[src/csocp_regs.svh]
// Purpose: offsets, field positions, reset values and timing counts
// Assumes: 40 MHz core clock, 8-bit register address, 16-bit data
// Notes: included by bare name from csocp_top and csocp_trip_filter; the package does not include it
`ifndef CSOCP_REGS_SVH
`define CSOCP_REGS_SVH
// ****************************************
// register offsets
// ****************************************
`define CSOCP_EXT_OFS 8'h1E
`define CSOCP_BURN_OFS 8'h1F
`define CSOCP_TCFG_OFS 8'h20
`define CSOCP_FSTAT_OFS 8'h21
`define CSOCP_ISTAT_OFS 8'h22
`define CSOCP_IMASK_OFS 8'h23
// ****************************************
// reset values and field layout
// ****************************************
`define CSOCP_EXT_RESET 16'h0833
`define CSOCP_EXT_MASK 16'h1FFF
`define CSOCP_BURN_RESET 16'h0000
`define CSOCP_BURN_START_BIT 0
`define CSOCP_TAG_MSB 4
`define CSOCP_TAG_LSB 1
`define CSOCP_TCFG_RESET 16'h0000
`define CSOCP_TCFG_MASK 16'h003F
`define CSOCP_FCLR_BIT 0
`define CSOCP_IRQ_W 3
`define CSOCP_IRQ_TRIP 0
`define CSOCP_IRQ_FAULT 1
`define CSOCP_IRQ_BURN 2
`define CSOCP_TMODE_LS_ON 2'h1
`define CSOCP_TRIG_N8 5'h08
`define CSOCP_TRIG_N16 5'h10
// ****************************************
// timing
// ****************************************
`define CSOCP_CLK_MHZ 40
`define CSOCP_DGL_2US_NS 2000
`define CSOCP_DGL_4US_NS 4000
`define CSOCP_DGL_8US_NS 8000
`define CSOCP_NS2CYC(ns) ((((ns) * `CSOCP_CLK_MHZ) + 999) / 1000)
`define CSOCP_DGL_2US_CYC `CSOCP_NS2CYC(`CSOCP_DGL_2US_NS)
`define CSOCP_DGL_4US_CYC `CSOCP_NS2CYC(`CSOCP_DGL_4US_NS)
`define CSOCP_DGL_8US_CYC `CSOCP_NS2CYC(`CSOCP_DGL_8US_NS)
`endif

[src/csocp_pkg.sv]
// Purpose: types shared by the protection register block
// Assumes: field layout as in csocp_regs.svh
// Notes: structs map one to one onto register words
package csocp_pkg;
   // ****************************************
   // register words
   // ****************************************
   typedef struct packed {
      logic [2:0] spare;
      logic amp_reference_source;
      logic pulse_cut_disable;
      logic brake_on_trip;
      logic rdson_sense;
      logic trip_fault_hold;
      logic [3:0] neg_trip_threshold;
      logic [3:0] pos_trip_threshold;
   } csocp_ext_t;
   typedef struct packed {
      logic [9:0] spare;
      logic [1:0] amp_timing_mode;
      logic [1:0] trip_fault_trigger;
      logic [1:0] trip_filter_time;
   } csocp_tcfg_t;
   // ****************************************
   // bus and modes
   // ****************************************
   typedef struct packed {
      logic [7:0] addr;
      logic [15:0] wdata;
      logic wr;
      logic rd;
   } csocp_bus_req_t;
   typedef enum logic [1:0] {
      CSOCP_TRIG_CNT8 = 2'b00,
      CSOCP_TRIG_CNT16 = 2'b01,
      CSOCP_TRIG_EVERY = 2'b10,
      CSOCP_TRIG_NONE = 2'b11
   } csocp_trig_t;
   typedef enum logic {
      CSOCP_BURN_IDLE = 1'b0,
      CSOCP_BURN_BUSY = 1'b1
   } csocp_burn_t;
endpackage

[src/csocp_top.sv]
// Purpose: over-current protection setup and one-time memory burn command
// Assumes: comparator outputs and gate levels synchronous to sys_clk
// Notes: read data valid only in the cycle after the read strobe
//
// Decided for this implementation: the strobed register port.
`timescale 1ns/10ps
`include "csocp_regs.svh"
// What this block does
// - The low nibble of the extension register picks the positive trip level, 20mV at the top code.
// - Bits 7:4 pick the negative trip level, from -300mV at code 0 shrinking to -20mV at code 15.
// - Bit 8 chooses whether a trip fault is held until cleared or follows the trip.
// - Bit 9 picks on-resistance sensing, which forces sampling to low-side-gate-on only.
// - Bit 10 makes a trip fault request braking and forces the fault to be held.
// - Bit 11 stops pulse truncation on a trip and so lets the trip filter delay fault raising.
// - Writing one to bit 0 of the burn register starts a memory burn; the bit is write-only.
// - Bits 4:1 of the burn register hold a readable, writable tag stored by the burn.
// - Bits 15:5 of the burn register read zero and ignore writes.
// - The trip filter is bypassed whenever truncation is enabled.
// - A fault is raised after 8 or 16 trip events, on every event, or never, by the trigger field.
module csocp_top
(
   input wire logic sys_clk,
   input wire logic rst_n,
   input wire csocp_pkg::csocp_bus_req_t bus_req,
   output logic [15:0] reg_rdata,
   input wire logic [2:0] trip_pos_raw,
   input wire logic [2:0] trip_neg_raw,
   input wire logic [2:0] low_side_gate,
   input wire logic nvm_done,
   output logic [3:0] pos_trip_threshold,
   output logic [3:0] neg_trip_threshold,
   output logic [8:0] pos_trip_mv,
   output logic [8:0] neg_trip_mv,
   output logic [1:0] amp_timing_mode,
   output logic rdson_sense,
   output logic amp_reference_source,
   output logic pwm_cut,
   output logic trip_fault,
   output logic brake_req,
   output logic nvm_burn_start,
   output logic [3:0] user_version_tag,
   output logic nvm_busy,
   output logic irq
);
   import csocp_pkg::*;

   // ****************************************
   // threshold magnitude decode
   // ****************************************
   function automatic logic [8:0] thr_mag_mv(input logic [3:0] code);
      logic [8:0] mv;
      mv = 9'h014;
      case (code)
         4'h0: mv = 9'h12C;
         4'h1: mv = 9'h0FA;
         4'h2: mv = 9'h0E1;
         4'h3: mv = 9'h0C8;
         4'h4: mv = 9'h0AF;
         4'h5: mv = 9'h096;
         4'h6: mv = 9'h07D;
         4'h7: mv = 9'h064;
         4'h8: mv = 9'h05A;
         4'h9: mv = 9'h050;
         4'hA: mv = 9'h046;
         4'hB: mv = 9'h03C;
         4'hC: mv = 9'h032;
         4'hD: mv = 9'h028;
         4'hE: mv = 9'h01E;
         4'hF: mv = 9'h014;
         default: mv = 9'h014;
      endcase
      return mv;
   endfunction

   // ****************************************
   // registers
   // ****************************************
   csocp_ext_t ext_reg;
   csocp_ext_t ext_next;
   csocp_tcfg_t tcfg_reg;
   csocp_tcfg_t tcfg_next;
   logic [3:0] tag_reg;
   logic [3:0] tag_next;
   logic [`CSOCP_IRQ_W-1:0] istat_reg;
   logic [`CSOCP_IRQ_W-1:0] istat_next;
   logic [`CSOCP_IRQ_W-1:0] imask_reg;
   logic [`CSOCP_IRQ_W-1:0] imask_next;
   logic [15:0] rdata_reg;
   logic [15:0] rdata_next;
   logic [15:0] rd_mux;

   wire sel_ext = (bus_req.addr == `CSOCP_EXT_OFS);
   wire sel_burn = (bus_req.addr == `CSOCP_BURN_OFS);
   wire sel_tcfg = (bus_req.addr == `CSOCP_TCFG_OFS);
   wire sel_fstat = (bus_req.addr == `CSOCP_FSTAT_OFS);
   wire sel_istat = (bus_req.addr == `CSOCP_ISTAT_OFS);
   wire sel_imask = (bus_req.addr == `CSOCP_IMASK_OFS);
   wire wr_ext = bus_req.wr & sel_ext;
   wire wr_burn = bus_req.wr & sel_burn;
   wire wr_tcfg = bus_req.wr & sel_tcfg;
   wire wr_fstat = bus_req.wr & sel_fstat;
   wire wr_istat = bus_req.wr & sel_istat;
   wire wr_imask = bus_req.wr & sel_imask;

   // ****************************************
   // trip path
   // ****************************************
   logic trip_qual;
   logic trip_event;
   logic pwm_cut_reg;
   logic [1:0] tmode_reg;
   logic [8:0] pos_mv_reg;
   logic [8:0] neg_mv_reg;
   // on-resistance sensing is only valid while the low-side switch conducts
   wire [2:0] sample_win = ext_reg.rdson_sense ? low_side_gate : 3'h7;
   wire [2:0] phase_trip = (trip_pos_raw | trip_neg_raw) & sample_win;
   wire trip_level = |phase_trip;
   wire trunc_on = ~ext_reg.pulse_cut_disable;
   wire [1:0] tmode_next = ext_reg.rdson_sense ? `CSOCP_TMODE_LS_ON :
                           tcfg_reg.amp_timing_mode;

   csocp_trip_filter u_filter
   (
      .sys_clk(sys_clk),
      .rst_n(rst_n),
      .trip_level(trip_level),
      .bypass(trunc_on),
      .trip_filter_time(tcfg_reg.trip_filter_time),
      .trip_qual(trip_qual),
      .trip_event(trip_event)
   );

   // ****************************************
   // event counting and fault
   // ****************************************
   logic [4:0] evt_cnt_reg;
   logic [4:0] evt_cnt_next;
   logic fault_reg;
   logic fault_next;
   csocp_trig_t trig;
   assign trig = csocp_trig_t'(tcfg_reg.trip_fault_trigger);
   wire [4:0] evt_limit = (trig == CSOCP_TRIG_CNT16) ? `CSOCP_TRIG_N16 : `CSOCP_TRIG_N8;
   wire cnt_hit = (evt_cnt_reg == (evt_limit - 5'h01));
   wire counting = (trig == CSOCP_TRIG_CNT8) | (trig == CSOCP_TRIG_CNT16);
   wire fault_raise = trip_event & ((trig == CSOCP_TRIG_EVERY) |
                                    (counting & cnt_hit));
   assign evt_cnt_next = (!counting) ? 5'h00 :
                         (!trip_event) ? evt_cnt_reg :
                         cnt_hit ? 5'h00 : (evt_cnt_reg + 5'h01);
   // brake forces hold, otherwise the brake would release mid-stop
   wire hold = ext_reg.trip_fault_hold | ext_reg.brake_on_trip;
   wire fault_clr = wr_fstat & bus_req.wdata[`CSOCP_FCLR_BIT];
   assign fault_next = fault_raise ? 1'b1 :
                       hold ? (fault_reg & ~fault_clr) :
                       (fault_reg & trip_qual);

   // ****************************************
   // memory burn command
   // ****************************************
   csocp_burn_t burn_reg;
   csocp_burn_t burn_next;
   logic start_reg;
   wire burn_req = wr_burn & bus_req.wdata[`CSOCP_BURN_START_BIT];
   wire burn_take = burn_req & (burn_reg == CSOCP_BURN_IDLE);
   wire burn_end = (burn_reg == CSOCP_BURN_BUSY) & nvm_done;
   always_comb
   begin
      burn_next = burn_reg;
      case (burn_reg)
         CSOCP_BURN_IDLE:
         begin
            if (burn_take)
               burn_next = CSOCP_BURN_BUSY;
         end
         CSOCP_BURN_BUSY:
         begin
            if (nvm_done)
               burn_next = CSOCP_BURN_IDLE;
         end
         default: burn_next = CSOCP_BURN_IDLE;
      endcase
   end
   // tag frozen during a burn so the stored word is the one started
   assign tag_next = (wr_burn && (burn_reg == CSOCP_BURN_IDLE)) ?
                     bus_req.wdata[`CSOCP_TAG_MSB:`CSOCP_TAG_LSB] : tag_reg;

   // ****************************************
   // write side
   // ****************************************
   wire [`CSOCP_IRQ_W-1:0] irq_set = {burn_end, fault_raise, trip_event};
   wire [`CSOCP_IRQ_W-1:0] irq_clr = wr_istat ? bus_req.wdata[`CSOCP_IRQ_W-1:0] :
                                    {`CSOCP_IRQ_W{1'b0}};
   assign ext_next = wr_ext ? csocp_ext_t'(bus_req.wdata & `CSOCP_EXT_MASK) : ext_reg;
   assign tcfg_next = wr_tcfg ? csocp_tcfg_t'(bus_req.wdata & `CSOCP_TCFG_MASK) : tcfg_reg;
   assign istat_next = (istat_reg & ~irq_clr) | irq_set;
   assign imask_next = wr_imask ? bus_req.wdata[`CSOCP_IRQ_W-1:0] : imask_reg;

   // ****************************************
   // read side
   // ****************************************
   wire [15:0] fstat_word = {8'h00, evt_cnt_reg, trip_qual,
                             (burn_reg == CSOCP_BURN_BUSY), fault_reg};
   wire [15:0] burn_word = {11'h000, tag_reg, 1'b0};
   assign rd_mux = sel_ext ? 16'(ext_reg) :
                   sel_burn ? burn_word :
                   sel_tcfg ? 16'(tcfg_reg) :
                   sel_fstat ? fstat_word :
                   sel_istat ? {13'h0000, istat_reg} :
                   sel_imask ? {13'h0000, imask_reg} : 16'h0000;
   assign rdata_next = bus_req.rd ? rd_mux : 16'h0000;

   // ****************************************
   // flip-flops
   // ****************************************
   always_ff @(posedge sys_clk or negedge rst_n)
   begin
      if (!rst_n)
      begin
         ext_reg <= csocp_ext_t'(`CSOCP_EXT_RESET);
      end
      else
      begin
         ext_reg <= ext_next;
      end
   end

   always_ff @(posedge sys_clk or negedge rst_n)
   begin
      if (!rst_n)
      begin
         tcfg_reg <= csocp_tcfg_t'(`CSOCP_TCFG_RESET);
      end
      else
      begin
         tcfg_reg <= tcfg_next;
      end
   end

   always_ff @(posedge sys_clk or negedge rst_n)
   begin
      if (!rst_n)
      begin
         tag_reg <= 4'h0;
      end
      else
      begin
         tag_reg <= tag_next;
      end
   end

   always_ff @(posedge sys_clk or negedge rst_n)
   begin
      if (!rst_n)
      begin
         istat_reg <= {`CSOCP_IRQ_W{1'b0}};
      end
      else
      begin
         istat_reg <= istat_next;
      end
   end

   always_ff @(posedge sys_clk or negedge rst_n)
   begin
      if (!rst_n)
      begin
         imask_reg <= {`CSOCP_IRQ_W{1'b0}};
      end
      else
      begin
         imask_reg <= imask_next;
      end
   end

   always_ff @(posedge sys_clk or negedge rst_n)
   begin
      if (!rst_n)
      begin
         rdata_reg <= 16'h0000;
      end
      else
      begin
         rdata_reg <= rdata_next;
      end
   end

   always_ff @(posedge sys_clk or negedge rst_n)
   begin
      if (!rst_n)
      begin
         evt_cnt_reg <= 5'h00;
         fault_reg <= 1'b0;
      end
      else
      begin
         evt_cnt_reg <= evt_cnt_next;
         fault_reg <= fault_next;
      end
   end

   always_ff @(posedge sys_clk or negedge rst_n)
   begin
      if (!rst_n)
      begin
         burn_reg <= CSOCP_BURN_IDLE;
         start_reg <= 1'b0;
      end
      else
      begin
         burn_reg <= burn_next;
         start_reg <= burn_take;
      end
   end

   always_ff @(posedge sys_clk or negedge rst_n)
   begin
      if (!rst_n)
      begin
         pwm_cut_reg <= 1'b0;
         tmode_reg <= 2'h0;
         pos_mv_reg <= 9'h000;
         neg_mv_reg <= 9'h000;
      end
      else
      begin
         // raw level keeps truncation fast; fault raising is separate
         pwm_cut_reg <= trip_level & trunc_on;
         tmode_reg <= tmode_next;
         pos_mv_reg <= thr_mag_mv(ext_reg.pos_trip_threshold);
         neg_mv_reg <= thr_mag_mv(ext_reg.neg_trip_threshold);
      end
   end

   // ****************************************
   // outputs
   // ****************************************
   assign reg_rdata = rdata_reg;
   assign pos_trip_threshold = ext_reg.pos_trip_threshold;
   assign neg_trip_threshold = ext_reg.neg_trip_threshold;
   assign pos_trip_mv = pos_mv_reg;
   assign neg_trip_mv = neg_mv_reg;
   assign amp_timing_mode = tmode_reg;
   assign rdson_sense = ext_reg.rdson_sense;
   // only the internal reference exists; bit passed on as stored
   assign amp_reference_source = ext_reg.amp_reference_source;
   assign pwm_cut = pwm_cut_reg;
   assign trip_fault = fault_reg;
   assign brake_req = fault_reg & ext_reg.brake_on_trip;
   assign nvm_burn_start = start_reg;
   assign user_version_tag = tag_reg;
   assign nvm_busy = (burn_reg == CSOCP_BURN_BUSY);
   assign irq = |(istat_reg & imask_reg);
endmodule

[src/csocp_trip_filter.sv]
// Purpose: deglitch of the combined trip level, with bypass
// Assumes: trip level already synchronous to sys_clk
// Notes: only the rising side is filtered; release is immediate
`timescale 1ns/10ps
`include "csocp_regs.svh"
module csocp_trip_filter
(
   input wire logic sys_clk,
   input wire logic rst_n,
   input wire logic trip_level,
   input wire logic bypass,
   input wire logic [1:0] trip_filter_time,
   output logic trip_qual,
   output logic trip_event
);
   // ****************************************
   // filter
   // ****************************************
   logic [8:0] cnt_reg;
   logic [8:0] cnt_next;
   logic qual_reg;
   logic qual_next;
   logic evt_reg;
   logic [8:0] limit;
   wire no_filter = bypass | (trip_filter_time == 2'h0);
   wire at_limit = (cnt_reg >= (limit - 9'h001));
   assign limit = (trip_filter_time == 2'h1) ? 9'(`CSOCP_DGL_2US_CYC) :
                  (trip_filter_time == 2'h2) ? 9'(`CSOCP_DGL_4US_CYC) :
                  9'(`CSOCP_DGL_8US_CYC);
   // release must not wait, so a dropping level clears at once
   assign qual_next = trip_level & (no_filter | qual_reg | at_limit);
   assign cnt_next = (!trip_level || no_filter) ? 9'h000 :
                     at_limit ? cnt_reg : (cnt_reg + 9'h001);
   always_ff @(posedge sys_clk or negedge rst_n)
   begin
      if (!rst_n)
      begin
         cnt_reg <= 9'h000;
         qual_reg <= 1'b0;
         evt_reg <= 1'b0;
      end
      else
      begin
         cnt_reg <= cnt_next;
         qual_reg <= qual_next;
         evt_reg <= qual_next & ~qual_reg;
      end
   end
   assign trip_qual = qual_reg;
   assign trip_event = evt_reg;
endmodule

[config.mk]
export PLATFORM = sky130hd
export DESIGN_NAME = csocp_top
export DESIGN_NICKNAME = d
export VERILOG_FILES = /design/src/csocp_pkg.sv /design/src/csocp_top.sv /design/src/csocp_trip_filter.sv
export VERILOG_INCLUDE_DIRS = /design/src
export SDC_FILE = /design/constraint.sdc
export NUM_CORES = 1
export LEC_CHECK = 0
export ABC_CLOCK_PERIOD_IN_PS = 5200
export BUFFER_PORTS_ARGS = -buffer_cell sky130_fd_sc_hd__buf_2
export CORE_ASPECT_RATIO = 0.75
export CORE_MARGIN = 5
export CORE_UTILIZATION = 55
export CTS_CLUSTER_DIAMETER = 60
export DETAILED_ROUTE_END_ITERATION = 12
export GPL_TIMING_DRIVEN = 0
export PLACE_DENSITY = 0.81
export SLEW_MARGIN = 20
export SYNTH_ARGS = -nofsm -noshare
export SYNTH_HDL_FRONTEND = slang
export SYNTH_SLANG_ARGS = --single-unit
export TNS_END_PERCENT = 1
[constraint.sdc]
create_clock -name sys_clk -period 5.2 [get_ports sys_clk]
set_input_delay 1.3 -clock sys_clk [delete_from_list [all_inputs] [get_ports sys_clk]]
set_output_delay 1.3 -clock sys_clk [all_outputs]
set_load 0.05 [all_outputs]
Word level (Yosys, flattened, before mapping)
Memories as Yosys holds them, arrays and structs flattened. A register that Yosys moved wholly into a read port is not among the register bits. Index checks and enable logic that the tools add are counted.

$add $sub $neg: 4. $lt $le $gt $ge: 1. Equality and inequality tests: 13. Mux-type cells: 23. Bitwise operators: 34. Reduce and logical (&&, ||, !) cells: 9.

Operator list (count): 9-bit two-way mux (4); 8-bit by 6-bit equality test with 1-bit output, second input constant (4); 13-bit two-way mux (2); 8-bit two-way mux (3); 5-bit two-way mux (4); 1-bit AND (18); 8-bit by 5-bit equality test with 1-bit output, second input constant (2); 3-bit two-way mux (4); 9-bit by 1-bit adder with 9-bit output, second input constant (1); 3-bit AND (3); 9-bit greater-or-equal comparator (1); 9-bit by 1-bit subtractor with 9-bit output, second input constant (1); 1-bit OR (6); 3-bit OR (2); 3-bit OR reduction (2); 5-bit by 1-bit adder with 5-bit output, second input constant (1); 5-bit equality test (1); 5-bit by 1-bit subtractor with 5-bit output, second input constant (1); 2-bit by 1-bit equality test with 1-bit output, second input constant (2); 2-bit equality test, second input constant (2); 2-bit logical NOT (2); 1-bit two-way mux (4); 1-bit NOT (4); 1-bit logical NOT (3); other kinds (7) (7).

Register bits: 64. Memory bits (read-only): 288. Memories: 2.

Memory list: (no name shown) (words 16, bits a word 9, rd ports 1, clocked after memory_dff 1, wr ports 0, RTL line csocp_top.sv:53) `case (code)`; (no name shown) (words 16, bits a word 9, rd ports 1, clocked after memory_dff 1, wr ports 0, RTL line csocp_top.sv:53).

Logic depth before layout (Yosys ltp)
Depth after elaboration: 8. Mapped depth: 9. Gate-level depth less buffers: 8.

Hierarchy
From an unflattened synthesis, not the netlist that was laid out.

Cells, all modules: 371. Area, all modules: 4219.0 um^2.

Modules (own cells, without submodules): csocp_top (times used 1, cells each 301, area an instance 3504.6 um^2); csocp_trip_filter (times used 1, cells each 70, area an instance 714.4 um^2).

Worst setup path before layout
No wires, ideal clock.

Kind: input to register. Start: in bus_req[22] in the netlist's numbering. End: reg tcfg_reg[0] in the netlist's numbering. Arrival: 2876 ps. Required time: 5075 ps. Slack: 2199 ps. Stages: 5. Path buffers: 1. Cell sequence: or4b_1 or4_1 buf_6 nor2_8 mux2_2.

Longest elaborated chain between the ends: 2.

RTL lines: start: declaration (RTL line csocp_top.sv:24) `input wire csocp_pkg::csocp_bus_req_t bus_req,`; 8-bit by 6-bit equality test with 1-bit output (no line); 1-bit AND (RTL line csocp_top.sv:100) `wire wr_tcfg = bus_req.wr & sel_tcfg;`; end signal: assignment (RTL line csocp_top.sv:231) `` tcfg_reg <= csocp_tcfg_t'(`CSOCP_TCFG_RESET); ``; end signal: assignment (RTL line csocp_top.sv:235) `tcfg_reg <= tcfg_next;`; end: declaration (RTL line csocp_top.sv:80) `csocp_tcfg_t tcfg_reg;`.

Every way passes these cells. A chain may end at the register's enable or synchronous reset.

Final worst setup path
Start: in bus_req[23] in the netlist's numbering. End: reg ext_reg, in the netlist amp_reference_source.

Longest elaborated chain between the ends: 2.

RTL lines: 8-bit by 5-bit equality test with 1-bit output (no line); 1-bit AND (RTL line csocp_top.sv:98) `wire wr_ext = bus_req.wr & sel_ext;`; end signal: assignment (RTL line csocp_top.sv:219) `` ext_reg <= csocp_ext_t'(`CSOCP_EXT_RESET); ``; end signal: assignment (RTL line csocp_top.sv:223) `ext_reg <= ext_next;`; end: declaration (RTL line csocp_top.sv:78) `csocp_ext_t ext_reg;`.

Every way passes these cells.

==> flow_summary.ini <==
[clock_tree]
cts_buffers = 9
clkLatencyLatePin_ns = 0.35
hold_buffers = 0
cts_tree = yes
clock_path_buffers = 2
clock-root-buffer = clkbuf_8
path_clk_slew_ns = 0.08
cts.htree.levels = 3
numClockSinks = 82
cts_setup_buffers = 0
ctsResizeCount = 0

[pwr]
ir_drop_mv = 0.235
leakagePower_nw = 2.40
powerDensity_nw_per_um2 = 300

[detailed_routing]
wirelength_mm = 9.49
routedWlPerCell_um = 16.4
drt-pass1-iter-count = 4
num_vias = 3213
postRouteAntennaNets = 0
drt_first_iter_violations = 173
drt-vias-per-instance = 5.55
route.detailed.drc = 0

[sta]
post-route-period-util_pct = 55.7
tightest_slew_ns = 0.890
max-slew-margin-rel_pct = 40.2
finalHoldViolations = 0
fin_worst_skew_ns = 0.00881
rsz0062_at_grt = false
drv_slew = 0
fin_crit_ns = 2.90
tns_ns = 0
setup_viol = 0
holdWs_ns = 0.510
max_freq_mhz = 345

[logic_synthesis]
ys_ff_latch = 82
synth.avg_cell_area_um2 = 11.1
synth_enable_flop_cells = 0
netlist.top_cell.by_area = dfrtp_1
yosys-top-cells-count = dfrtp_1, mux2_2, a21oi_1, ha_1
synth-warning-count = 0
synth.most_common_cell = dfrtp_1
synth_top_cell_area_share_pct = 46.4
netlist_area_um2 = 4150
ys_types = 51
yosys-top-cells-area = dfrtp_1, mux2_2, ha_1, dfstp_2, a21oi_1
synth_top_flop_cell = dfrtp_1
synthCells = 373
async_flop_share_pct = 100
yosysSeqAreaShare_pct = 49.6

[worst_setup_path]
crit_type = in2reg
cp_max_fo = 10
endpoint_kind = register
start_kind = input port
crit_arrival_ns = 3.14
r2r_start = tcfg_reg[1]$_DFFE_PN0P_
required_ns = 5.44
critical_path.startpoint = bus_req[23]

[finish]
postLayoutCoreUtil_pct = 67.8
seqCellArea_um2 = 2060
finalNetCount = 533
final_cells = 579
largest_reg_flops = 13
syn_to_final_growth_pct = 19.8
multiInputGateArea_um2 = 1880
fillCellCount = 574
n_antenna_cell = 0
drive_gt1_share_pct = 34.7

[global_route]
grt_max_degree = 54
grt_overflow = 0
grt_pass1_vias = 3157
antenna_found_initial = 0
grt_pass1_wl_mm = 15.3
track_usage_pct = 21.0

[place]
gp_congestion = 0.834
dp.cells = 563
dpl.hpwl_mm = 6.88
portBuffers = 86

[floorplanning]
die_h_um = 85.2
rows = 27
die_w_um = 110
ios = 94
initial_utilization_pct = 56.6
die-area_um2 = 9400
core_um2 = 7330

[worst_hold_path]
hold_start = istat_reg[0]$_DFF_PN0_
hold_path.class = reg2reg

[flow_run]
maxCapViolCount = 0

[outcome]
status = finished clean
## layout by cell type (no fill, tap or decap), types with 3 or more instances in the layout
cell type | Yosys | layout
ha_1 | 22 | 22
o22ai_1 | 4 | 4
nand4_1 | 8 | 8
buf_4 | 12 | 13
o21ai_0 | 14 | 14
nand3_1 | 6 | 6
mux2_2 | 27 | 27
mux4_2 | 3 | 3
buf_2 | 3 | 88
a211oi_1 | 7 | 7
nand2_1 | 14 | 14
or3_1 | 4 | 4
or2_2 | 7 | 7
and3_1 | 6 | 6
nor2_1 | 13 | 13
or4_1 | 7 | 7
clkbuf_1 | 13 | 14
o31ai_1 | 8 | 8
conb_1 | 1 | 3
inv_1 | 13 | 13
mux2i_1 | 7 | 7
nor3b_1 | 3 | 3
a21oi_1 | 22 | 22
o2bb2ai_1 | 3 | 3
clkbuf_8 | 0 | 10
nor2b_1 | 11 | 11
a31oi_1 | 5 | 5
nand2b_1 | 8 | 8
a21o_1 | 5 | 5
nor3_1 | 6 | 6
dfstp_2 | 5 | 5
dfrtp_1 | 77 | 77
xnor2_1 | 3 | 3
and2_1 | 6 | 6
## worst max-delay path, cell delays in order
cell and delay [ns]:
buf_2 0.10, or3_1 0.39, or2_2 0.29, buf_2 0.21, nor2_2 0.23, buf_4 0.26, mux2_2 0.35
## final cells by class
type	count	area share, %
flip-flops and latches	82	41.4
multi-input cells	250	37.8
repair buffers	87	9.26
plain buffers	30	3.40
clock buffers	11	2.84
well taps	101	2.54
clock inverters	5	1.74
inverters	13	0.981
## metrics by stage
| stage | area [um^2] | power, W | setup slack [ns] |
|---|---|---|---|
| floorplan | 4160 | 0.000898 | 2.20 |
| global placement | 4710 | 0.000973 | 1.96 |
| detailed placement | 4740 | 0.000984 | 1.94 |
| CTS | 4970 | 0.00150 | 2.32 |
| global route | 4970 | 0.00155 | 2.11 |
| finish | 4970 | 0.00149 | 2.30 |
## path summary, 6_finish.rpt
| check | slack (ns) | end | depth (start not counted) |
|---|---|---|---|
| worst max register to register | 2.36 | u_filter.trip_event$_DFF_PN0_ | 8 |
| min in group asynchronous | 0.87 | reg_rdata[12]$_DFF_PN0_ | 1 |
| worst max-delay path | 2.30 | amp_reference_source$_DFFE_PN0P_ | 7 |
| worst min-delay path | 0.51 | istat_reg[0]$_DFF_PN0_ | 1 |
| max in group asynchronous | 3.69 | pos_trip_threshold[1]$_DFFE_PN1P_ | 2 |
| worst min register to register | 0.51 | istat_reg[0]$_DFF_PN0_ | 1 |
## layer usage
metal | global-route usage, % | wire length (um)
met2 | 33.8 | 4530
met4 | 5.93 | 99
met1 | 28.2 | 4200
met5 | 0 | 0
met3 | 5.17 | 659
## report_power, final
part           internal, W  switching, W  total, W
Combinational    0.0000817      0.000185  0.000266
Clock             0.000287      0.000232  0.000519
Sequential        0.000676     0.0000285  0.000704
Total              0.00104      0.000445   0.00149
## cells by family after synthesis
group	Yosys count	share of synthesized area, %
AOI/OAI and AO/OA	77	11.7
xor gates and xnor gates	4	0.844
adders and majority gates	22	6.63
buffers and inverters	43	5.25
DFF	82	49.6
muxes	37	10.6
other	1	0.0904
and+or+nand+nor	107	15.2
(Power assumes the default switching activity.)
